`src/can_init_cfg.svh`:
```
// constants for the can init-mode and interrupt block
// How it works
// - entering init aborts any frame in progress and drops bus synchronisation
// - entering init forces the can transmit pin recessive at once
// - in init the protocol engine stops; host-side registers stay accessible
// - init returns control, flag, enable, abort and buffer-select registers to defaults
// - bit-timing, acceptance control and filter registers are writable during init
// - init request crosses every internal domain through a synchronising handshake
// - entry into init takes at least two bus plus three can clocks
// - init ack sets only when all domains are in init
// - clearing init request is ignored until request and ack are both set
// - four interrupt outputs, each locally enabled and gated by the cpu mask
// - error irq combines status change and overrun; tx irq combines three empties
// - an empty loadable transmit buffer sets its empty flag
// - a message moved into the foreground buffer sets rx full
// - each further fifo message moved to the foreground sets rx full again
// - bus activity during sleep with wakeup enabled sets the wakeup flag
// - receive fifo overrun sets the overrun flag
// - error counters entering warning, passive or bus-off set status change
// - tx and rx state fields report the bus state behind status change
`ifndef CAN_INIT_CFG_SVH
`define CAN_INIT_CFG_SVH
`define BUS_SYNC_STAGES   2
`define CAN_SYNC_STAGES   3
`define ACK_SYNC_STAGES   2
`define CAN_RECESSIVE     1'h1
`define TX_EMPTY_RESET    3'h7
`define CFG_REGS          19
`define CFG_INDEX_W       5
`define RX_BIT_RXFULL     0
`define RX_BIT_OVERRUN    1
`define RX_BIT_STATUS     2
`define RX_BIT_WAKEUP     3
`define ERR_WARN_LIMIT    9'h060
`define ERR_PASSIVE_LIMIT 9'h080
`define ERR_BUSOFF_LIMIT  9'h100
`define BUS_STATE_OK      2'h0
`define BUS_STATE_WARN    2'h1
`define BUS_STATE_PASSIVE 2'h2
`define BUS_STATE_BUSOFF  2'h3
`endif

```
`src/can_init_pkg.sv`:
```
// types for the can init-mode and interrupt block
`include "can_init_cfg.svh"
package can_init_pkg;
	typedef enum logic [1:0] {
		RUN_ST   = 2'h0,
		ENTER_ST = 2'h1,
		INIT_ST  = 2'h3,
		LEAVE_ST = 2'h2
	} init_state_t;

	typedef struct packed {
		init_state_t                      fsm;
		logic                             init_request;
		logic                             init_ack;
		logic [`BUS_SYNC_STAGES-1:0]      bus_sync;
		logic [`CAN_SYNC_STAGES-1:0]      can_sync;
		logic [`ACK_SYNC_STAGES-1:0]      ack_sync;
		logic                             abort;
		logic                             sleep_request;
		logic                             sleep_ack;
		logic                             wakeup_enable;
		logic [3:0]                       rx_flags;
		logic [3:0]                       rx_ie;
		logic [2:0]                       tx_empty_flags;
		logic [2:0]                       tx_empty_ie;
		logic [2:0]                       tx_abort_request;
		logic [2:0]                       tx_abort_ack;
		logic [2:0]                       tx_buffer_select;
		logic [1:0]                       tx_state;
		logic [1:0]                       rx_state;
		logic                             can_tx;
		logic                             engine_stop;
		logic [3:0]                       irq;
		logic [`CFG_REGS-1:0][7:0]        cfg;
	} state_t;
endpackage
```
`src/can_init_ctrl.sv`:
```
// init-mode handshake, register defaults and interrupt logic of the can controller
`timescale 1ns/100ps
`include "can_init_cfg.svh"
module can_init_ctrl
	import can_init_pkg::*;
(
	input  wire logic                         clk_i,
	input  wire logic                         rst_n_i,
	input  wire logic                         ctl0_wr_i,
	input  wire logic                         ctl0_init_request_i,
	input  wire logic                         ctl0_sleep_request_i,
	input  wire logic                         ctl0_wakeup_enable_i,
	input  wire logic                         rx_ie_wr_i,
	input  wire logic [3:0]                   rx_ie_data_i,
	input  wire logic                         tx_ie_wr_i,
	input  wire logic [2:0]                   tx_ie_data_i,
	input  wire logic [3:0]                   rx_flag_clear_i,
	input  wire logic [2:0]                   tx_flag_clear_i,
	input  wire logic                         tx_ctl_wr_i,
	input  wire logic [2:0]                   tx_abort_request_data_i,
	input  wire logic [2:0]                   tx_buffer_select_data_i,
	input  wire logic                         cfg_wr_i,
	input  wire logic [`CFG_INDEX_W-1:0]      cfg_index_i,
	input  wire logic [7:0]                   cfg_data_i,
	input  wire logic                         cpu_int_mask_i,
	input  wire logic                         can_tx_i,
	input  wire logic                         bus_idle_i,
	input  wire logic                         bus_activity_i,
	input  wire logic                         rx_fg_loaded_i,
	input  wire logic                         rx_overrun_i,
	input  wire logic [2:0]                   tx_buffer_empty_i,
	input  wire logic [2:0]                   tx_aborted_i,
	input  wire logic [8:0]                   tx_err_cnt_i,
	input  wire logic [8:0]                   rx_err_cnt_i,
	output logic                              can_tx_pin_o,
	output logic                              engine_stop_o,
	output logic                              abort_o,
	output logic                              init_request_o,
	output logic                              init_ack_o,
	output logic                              sleep_ack_o,
	output logic [3:0]                        rx_flags_o,
	output logic [2:0]                        tx_empty_flags_o,
	output logic [1:0]                        tx_state_field_o,
	output logic [1:0]                        rx_state_field_o,
	output logic [2:0]                        tx_abort_request_o,
	output logic [2:0]                        tx_abort_ack_o,
	output logic [2:0]                        tx_buffer_select_o,
	output logic [`CFG_REGS*8-1:0]            cfg_o,
	output logic                              irq_wakeup_o,
	output logic                              irq_error_o,
	output logic                              irq_rx_o,
	output logic                              irq_tx_o
);

	////////////////////////////////////////////////////////////////////////////////
	function automatic state_t reset_state();
		state_t s;
		s                = '0;
		s.fsm            = RUN_ST;
		s.tx_empty_flags = `TX_EMPTY_RESET;
		s.can_tx         = `CAN_RECESSIVE;
		return s;
	endfunction

	localparam state_t ST_RESET = reset_state();

	function automatic logic [1:0] bus_state(input logic [8:0] cnt, input logic tx);
		if (tx && cnt >= `ERR_BUSOFF_LIMIT)
			return `BUS_STATE_BUSOFF;
		else if (cnt >= `ERR_PASSIVE_LIMIT)
			return `BUS_STATE_PASSIVE;
		else if (cnt >= `ERR_WARN_LIMIT)
			return `BUS_STATE_WARN;
		return `BUS_STATE_OK;
	endfunction

	state_t st_q;
	state_t st_d;
	logic   can_init;

	// can-side view of the request after its synchroniser
	assign can_init = st_q.can_sync[`CAN_SYNC_STAGES-1];

	////////////////////////////////////////////////////////////////////////////////
	always_comb begin
		st_d = st_q;

		// request travels bus stages, can stages, then back as ack
		st_d.bus_sync = {st_q.bus_sync[`BUS_SYNC_STAGES-2:0], st_q.init_request};
		st_d.can_sync = {st_q.can_sync[`CAN_SYNC_STAGES-2:0], st_q.bus_sync[`BUS_SYNC_STAGES-1]};
		st_d.ack_sync = {st_q.ack_sync[`ACK_SYNC_STAGES-2:0], can_init};

		unique case (st_q.fsm)
			RUN_ST: begin
				if (st_q.init_request)
					st_d.fsm = ENTER_ST;
			end
			ENTER_ST: begin
				if (st_q.ack_sync[`ACK_SYNC_STAGES-1])
					st_d.fsm = INIT_ST;
			end
			INIT_ST: begin
				if (!st_q.init_request)
					st_d.fsm = LEAVE_ST;
			end
			LEAVE_ST: begin
				if (!st_q.ack_sync[`ACK_SYNC_STAGES-1])
					st_d.fsm = RUN_ST;
			end
		endcase
		// ack holds through the leave handshake and drops only once the can side has left
		st_d.init_ack = (st_d.fsm == INIT_ST) || (st_d.fsm == LEAVE_ST);

		// control register 0 writes; a clear before ack is dropped
		if (ctl0_wr_i) begin
			st_d.sleep_request = ctl0_sleep_request_i;
			st_d.wakeup_enable = ctl0_wakeup_enable_i;
			if (ctl0_init_request_i)
				st_d.init_request = 1'b1;
			else if (st_q.init_request && st_q.init_ack)
				st_d.init_request = 1'b0;
		end
		st_d.sleep_ack = st_d.sleep_request && (st_q.sleep_ack || bus_idle_i) && !can_init;

		if (rx_ie_wr_i)
			st_d.rx_ie = rx_ie_data_i;
		if (tx_ie_wr_i)
			st_d.tx_empty_ie = tx_ie_data_i;
		if (tx_ctl_wr_i) begin
			st_d.tx_abort_request = st_q.tx_abort_request | tx_abort_request_data_i;
			st_d.tx_buffer_select = tx_buffer_select_data_i;
		end
		st_d.tx_abort_ack     = st_q.tx_abort_ack | tx_aborted_i;
		st_d.tx_abort_request = st_d.tx_abort_request & ~tx_aborted_i;

		// flags: a set in the same cycle as a clear wins
		st_d.rx_flags = st_q.rx_flags & ~rx_flag_clear_i;
		if (rx_fg_loaded_i)
			st_d.rx_flags[`RX_BIT_RXFULL] = 1'b1;
		if (rx_overrun_i)
			st_d.rx_flags[`RX_BIT_OVERRUN] = 1'b1;
		if (st_q.sleep_ack && st_q.wakeup_enable && bus_activity_i)
			st_d.rx_flags[`RX_BIT_WAKEUP] = 1'b1;
		st_d.tx_empty_flags = (st_q.tx_empty_flags & ~tx_flag_clear_i) | tx_buffer_empty_i;

		// bus state from the error counters
		st_d.tx_state = bus_state(tx_err_cnt_i, 1'b1);
		st_d.rx_state = bus_state(rx_err_cnt_i, 1'b0);
		if (st_d.tx_state != st_q.tx_state || st_d.rx_state != st_q.rx_state)
			st_d.rx_flags[`RX_BIT_STATUS] = 1'b1;

		// configuration only while init is acknowledged
		if (cfg_wr_i && st_q.init_ack && cfg_index_i < `CFG_INDEX_W'(`CFG_REGS))
			st_d.cfg[cfg_index_i] = cfg_data_i;

		// can side: stop engine, drop the frame, pin recessive
		st_d.engine_stop = can_init;
		st_d.abort       = can_init && !st_q.engine_stop;
		st_d.can_tx      = can_init ? `CAN_RECESSIVE : can_tx_i;
		if (can_init) begin
			st_d.sleep_request    = ST_RESET.sleep_request;
			st_d.sleep_ack        = ST_RESET.sleep_ack;
			st_d.wakeup_enable    = ST_RESET.wakeup_enable;
			st_d.rx_flags         = ST_RESET.rx_flags;
			st_d.rx_ie            = ST_RESET.rx_ie;
			st_d.tx_empty_flags   = ST_RESET.tx_empty_flags;
			st_d.tx_empty_ie      = ST_RESET.tx_empty_ie;
			st_d.tx_abort_request = ST_RESET.tx_abort_request;
			st_d.tx_abort_ack     = ST_RESET.tx_abort_ack;
			st_d.tx_buffer_select = ST_RESET.tx_buffer_select;
		end

		// interrupt lines from the registered flags and enables
		st_d.irq[3] = st_q.rx_flags[`RX_BIT_WAKEUP] && st_q.rx_ie[`RX_BIT_WAKEUP] && !cpu_int_mask_i;
		st_d.irq[2] = ((st_q.rx_flags[`RX_BIT_STATUS] && st_q.rx_ie[`RX_BIT_STATUS])
			|| (st_q.rx_flags[`RX_BIT_OVERRUN] && st_q.rx_ie[`RX_BIT_OVERRUN])) && !cpu_int_mask_i;
		st_d.irq[1] = st_q.rx_flags[`RX_BIT_RXFULL] && st_q.rx_ie[`RX_BIT_RXFULL] && !cpu_int_mask_i;
		st_d.irq[0] = (|(st_q.tx_empty_flags & st_q.tx_empty_ie)) && !cpu_int_mask_i;
	end

	always_ff @(posedge clk_i or negedge rst_n_i) begin
		if (!rst_n_i)
			st_q <= ST_RESET;
		else
			st_q <= st_d;
	end

	////////////////////////////////////////////////////////////////////////////////
	assign can_tx_pin_o       = st_q.can_tx;
	assign engine_stop_o      = st_q.engine_stop;
	assign abort_o            = st_q.abort;
	assign init_request_o     = st_q.init_request;
	assign init_ack_o         = st_q.init_ack;
	assign sleep_ack_o        = st_q.sleep_ack;
	assign rx_flags_o         = st_q.rx_flags;
	assign tx_empty_flags_o   = st_q.tx_empty_flags;
	assign tx_state_field_o   = st_q.tx_state;
	assign rx_state_field_o   = st_q.rx_state;
	assign tx_abort_request_o = st_q.tx_abort_request;
	assign tx_abort_ack_o     = st_q.tx_abort_ack;
	assign tx_buffer_select_o = st_q.tx_buffer_select;
	assign cfg_o              = st_q.cfg;
	assign irq_wakeup_o       = st_q.irq[3];
	assign irq_error_o        = st_q.irq[2];
	assign irq_rx_o           = st_q.irq[1];
	assign irq_tx_o           = st_q.irq[0];
endmodule

```
`config.mk`:
```
export PLATFORM = sky130hd
export DESIGN_NAME = can_init_ctrl
export DESIGN_NICKNAME = d
export VERILOG_FILES = /design/src/can_init_pkg.sv /design/src/can_init_ctrl.sv
export VERILOG_INCLUDE_DIRS = /design/src
export SDC_FILE = /design/constraint.sdc
export NUM_CORES = 1
export LEC_CHECK = 0
export ABC_AREA = 0
export ABC_CLOCK_PERIOD_IN_PS = 1800
export BUFFER_PORTS_ARGS = -buffer_cell sky130_fd_sc_hd__buf_4
export CAP_MARGIN = 20
export CORE_MARGIN = 4
export CORE_UTILIZATION = 30
export DETAILED_ROUTE_END_ITERATION = 8
export PLACE_DENSITY = 0.58
export SLEW_MARGIN = 20
export SYNTH_ARGS = -nofsm -noshare
export SYNTH_HDL_FRONTEND = slang
export SYNTH_SLANG_ARGS = --single-unit
```
`constraint.sdc`:
```
create_clock -name clk_i -period 1.8 [get_ports clk_i]
set_input_delay 0 -clock clk_i [delete_from_list [all_inputs] [get_ports clk_i]]
set_output_delay 0 -clock clk_i [all_outputs]
set_load 0.005 [all_outputs]
```
# Word level (Yosys, flattened, before mapping)
# Cells that the tools add are included.
# Widths: inputs -> output; s select.
[word_totals]
ff_bits = 200
input_bits = 73
out_inout_bits = 182
elab_cells = 132
[op_classes]
n_lt_le_gt_ge = 8
n_eq_ne = 7
n_mux = 34
bitwise_logic = 10
reduce_logical = 32
[op_table]
columns = ["op", "n"]
rows = [
  ["$bwmux 152", 1],
  ["$demux 8 s5", 1],
  ["$mux 26", 1],
  ["$mux 2", 11],
  ["$ge 9x7->1 const B", 2],
  ["$ge 9x8->1 const B", 2],
  ["$logic_and 1x1->1", 17],
  ["$mux 1", 14],
  ["$reduce_bool 2->1", 5],
  ["$and 3x3->3", 3],
  ["$ge 9x9->1 const B", 1],
  ["$mux 3", 3],
  ["$or 3x3->3", 3],
  ["$eq 2x2->1 const B", 4],
  ["$mux 8", 1],
  ["$pmux 2 s4", 1],
  ["$lt 5x6->1 const B", 1],
  ["$not 3->3", 2],
  ["$ge 5x1->1 const B", 1],
  ["$lt 5x5->1 const B", 1],
  ["$and 4x4->4", 1],
  ["$logic_or 1x1->1", 4],
  ["$mux 4", 1],
  ["$ne 2x2->1", 2],
  ["6 further kinds", 8],
]

# Logic depth before layout (Yosys ltp)
[logic_depth]
word_depth = 9
mapped_depth = 5

# Worst setup path before layout
# Ideal clock, no wire load.
[synth_timing]
kind = "register to register"
from = "register st_q (netlist bit init_ack_o)"
to = "register st_q (netlist bit cfg_o[100])"
arrival_ns = 1.387
required_ns = 1.675
slack_ns = 0.288
path_stages_with_launch = 4
path_buffers = 0
period_less_slack_ns = 1.512
path_cell_list = "dfrtp_1 > nand2_1 > nor4_4 > mux2_2"
[synth_via]
elab_chain_cells = 2
[synth_lines]
columns = ["item", "line", "text"]
rows = [
  ["from (decl)", "can_init_ctrl.sv:77", "state_t st_q;"],
  ["from (signal assigned)", "can_init_ctrl.sv:185", "st_q <= st_d;"],
  ["$logic_and 1x1->1 (2 in a row)", "can_init_ctrl.sv:153", "if (cfg_wr_i && st_q.init_ack && cfg_index_i < `CFG_INDEX_W'(`CFG_REGS))"],
]
# Every way passes these cells.
# A chain may end at the register's enable or synchronous reset.

# Worst setup path in the final report
[layout_timing]
from = "register st_q (netlist bit init_ack_o)"
to = "register st_q (netlist bit cfg_o[22])"
# Same word-level chain as after synthesis.

==> flow_summary.json <==
{
  "outcome": "complete, no violations",
  "finalWirelength_um": 22300,
  "ff2ff_setup_slack_ns": 0.14,
  "placement.setup.worst_slack_ns": 0.178,
  "achievable-frequency_mhz": 601,
  "io_pins": 255,
  "numPlacedInstances": 1117,
  "ys_seq_elements": 199,
  "antenna_left": 0,
  "synthesis.nets": 736,
  "finalSetupViolCount": 0,
  "worst_r2r_endpoint": "cfg_o[22]$_DFFE_PN0P_",
  "global_route_wire_length_before_repair_um": 34500,
  "p_leak_nw": 5.60,
  "first_global_vias": 5649,
  "timing.hold.ws_ns": 0.0479,
  "numPortBuffers": 244,
  "design.die.area_mm2": 0.0322,
  "standard_cell_core_area_mm2": 0.0289,
  "gr-usage-all-layers": 0.138,
  "min_from": "cfg_data_i[7]",
  "synthCells": 663,
  "drc": 0,
  "worst_ir_drop_vdd_mv": 0.500,
  "synth-edff-count": 0,
  "synth_compound_gate_area_share": 0.0126,
  "via_per_inst": 4.28,
  "capturing_element_type_of_the_critical_path": "flip-flop",
  "critPathTopFamily": "simple AND/OR/NAND/NOR gates",
  "clock_sinks": 199,
  "worst-slew-pin-transition_ns": 0.551,
  "filler_cell_count": 2810,
  "setup-tns-final_ns": 0,
  "antenna_found_initial": 0,
  "setup_slack_ns": 0.135,
  "ys_dominant_reg_cell": "sky130_fd_sc_hd__dfrtp_1",
  "starting_drt_drc_count": 151,
  "rr_worst_depth": 4,
  "path_buf_inv": 0,
  "floorplan.initialDensity": 0.306,
  "holdPathStages": 2,
  "die_x_um": 179,
  "min_period_ns": 1.66,
  "rsz0062_at_grt": "false",
  "num_rows": 62,
  "number_of_resized_instances_in_the_post_cts_repair_step": 0,
  "synth_top_area_frac": 0.553,
  "synth_mux_area_frac": 0.208,
  "timing.critical_path.cells": "nand2_1, nor3_2, nand2_1, mux2_1",
  "tritoncts.num_buffers": 17,
  "total_power_mw": 13.0,
  "dieHeight_um": 179,
  "drt-pass1-iter-count": 4,
  "critical_path_max_stage_delay_ns": 0.40,
  "vias_after_detailed_routing": 5161,
  "yosys_warning_count": 0,
  "worst-setup-path-type": "reg -> reg",
  "path_clk_slew_ns": 0.08,
  "ys_types": 39,
  "wire_per_inst_um": 18.4,
  "min_delay_worst_endpoint": "cfg_o[143]$_DFFE_PN0P_",
  "layout.core_utilization": 0.385,
  "clk_latency_ns": 0.42,
  "hold_viol": 0,
  "routabilityCongestion": 0.702,
  "netlist.top_cell.by_area": "sky130_fd_sc_hd__dfrtp_1",
  "drive_gt1_frac": 0.562,
  "synth_area_mm2": 0.00882,
  "syn-mean-instance-area_um2": 13.3,
  "ys_seq_area_frac": 0.565,
  "synthToLayoutAreaGrowth_pct": 26.0,
  "synth-simple-area-share": 0.0471,
  "htreeDepth": 4,
  "async_reset_ff_frac": 1.00,
  "post-route-cell-area_mm2": 0.0111,
  "clockRootBuffer": "sky130_fd_sc_hd__clkbuf_16",
  "timing.max_slew.rel_slack": 0.632,
  "crit_top_cell": "sky130_fd_sc_hd__nand2_1",
  "area_share_of_xor_xnor_cells_in_the_synthesized_design": 0.00298,
  "synth-adder-area-share": 0.00340,
  "layout.cells.most_common_list": "sky130_fd_sc_hd__buf_4, sky130_fd_sc_hd__dfrtp_1, sky130_fd_sc_hd__mux2_2",
  "tritoncts": "yes",
  "maxSlewViolCount": 0,
  "finish.net_count": 882,
  "cp.required_ns": 2.10,
  "cp_data_arrival_time_ns": 1.96,
  "yosys-top-cells-area": "sky130_fd_sc_hd__dfrtp_1, sky130_fd_sc_hd__mux2_2, sky130_fd_sc_hd__buf_4",
  "fin_crit_sh": 0.925,
  "commonest_non_fill_non_tap_cell_in_the_layout": "sky130_fd_sc_hd__buf_4",
  "maxCapViolations": 0,
  "hold_path_class": "in -> reg",
  "placed_cell_area_mm2": 0.00997,
  "main_combinational_cell_family_by_area_after_synthesis": "multiplexers",
  "grt_start_max_net_pins": 61,
  "fin_worst_skew_ns": 0.0112,
  "stdcell_count": 1207,
  "power_density_mw_per_mm2": 1170,
  "regToRegStartpoint": "init_ack_o$_DFF_PN0_",
  "setup.worst_path.start_class": "flip-flop",
  "cp_slowest_cell": "sky130_fd_sc_hd__mux2_1",
  "place_hpwl_um": 15500,
  "grt_overflow_total": 0,
  "max_buffers_root_to_sink": 2,
  "critical_path.max_fanout": 8
}
metal layers:
layer	GRT usage	up-vias	wire length (um)
met5	0	-	0
li1	-	2338	-
met1	0.174	2657	9700
met3	0.0453	5	1410
met4	0.0247	0	108
met2	0.235	161	11000
Yosys cell counts, types with 4 or more instances:
cell type / instances
sky130_fd_sc_hd__clkbuf_1: 13
sky130_fd_sc_hd__mux2_1: 4
sky130_fd_sc_hd__buf_2: 4
sky130_fd_sc_hd__nand2_1: 15
sky130_fd_sc_hd__nor2_1: 27
sky130_fd_sc_hd__mux2_2: 148
sky130_fd_sc_hd__dfrtp_1: 195
sky130_fd_sc_hd__dfstp_2: 4
sky130_fd_sc_hd__inv_1: 9
sky130_fd_sc_hd__nor3_1: 4
sky130_fd_sc_hd__a21oi_1: 7
sky130_fd_sc_hd__buf_1: 8
sky130_fd_sc_hd__mux2i_1: 12
sky130_fd_sc_hd__buf_4: 172
timing repair:
action | CTS | global route
setup endpoints to repair | 0 | 1
hold buffers | 57 | 1
setup buffers | 0 | 0
hold endpoints to repair | 115 | 1
cell families (layout without fill, tap and decap cells):
family / Yosys count / after routing
adder cells (fa/ha/maj): 3 / 3
AND/OR/NAND/NOR: 70 / 70
AO/OA/AOI/OAI: 18 / 18
buffers and inverters: 206 / 365
multiplexers: 164 / 164
other: 0 / 1
XOR/XNOR: 3 / 3
flip-flops: 199 / 199
power by group:
group	internal [mW]	total, mW	switching [mW]
Combinational	2.02	3.15	1.13
Sequential	5.47	6.08	0.606
Clock	2.01	3.77	1.76
Total	9.49	13.0	3.50
how the worst max path moves through the flow:
| stage | startpoint | cells past startpoint | to | slack, ns |
|---|---|---|---|---|
| floorplan | init_ack_o$_DFF_PN0_ | 3 | cfg_o[100]$_DFFE_PN0P_ | 0.29 |
| global placement | init_ack_o$_DFF_PN0_ | 4 | cfg_o[22]$_DFFE_PN0P_ | 0.22 |
| detailed placement | init_ack_o$_DFF_PN0_ | 4 | cfg_o[82]$_DFFE_PN0P_ | 0.18 |
| CTS | rx_err_cnt_i[7] | 6 | rx_state_field_o[0]$_DFF_PN0_ | 0.05 |
| global route | init_ack_o$_DFF_PN0_ | 4 | cfg_o[135]$_DFFE_PN0P_ | 0.04 |
| finish | init_ack_o$_DFF_PN0_ | 4 | cfg_o[22]$_DFFE_PN0P_ | 0.14 |
sequential cells by signal, indices dropped and copies added (netlist names):
name,count
irq_error_o,1
tx_abort_request_o,3
cfg_o,152
irq_wakeup_o,1
init_request_o,1
can_tx_pin_o,1
sleep_ack_o,1
tx_buffer_select_o,3
irq_tx_o,1
tx_abort_ack_o,3
abort_o,1
st_q,12
irq_rx_o,1
init_ack_o,1
rx_state_field_o,2
tx_empty_flags_o,3
st_d,5
can_init,1
rx_flags_o,4
tx_state_field_o,2
cell type report:
type / count / area [um2] / area share
diodes: 1 / 2.50 / 0.000225
clock buffers: 20 / 457 / 0.0411
clock inverters: 12 / 114 / 0.0102
inverters: 9 / 33.8 / 0.00304
multi-input cells: 258 / 2410 / 0.217
flip-flops and latches: 199 / 4980 / 0.448
well taps: 384 / 480 / 0.0432
repair buffers: 324 / 2630 / 0.237
worst reg2reg max path, stage by stage (launching register included):
cell,delay [ns]
sky130_fd_sc_hd__dfrtp_1,0.39
sky130_fd_sc_hd__nand2_1,0.12
sky130_fd_sc_hd__nor3_2,0.29
sky130_fd_sc_hd__nand2_1,0.34
sky130_fd_sc_hd__mux2_1,0.40
No activity file was read; power rests on OpenSTA's default activity.
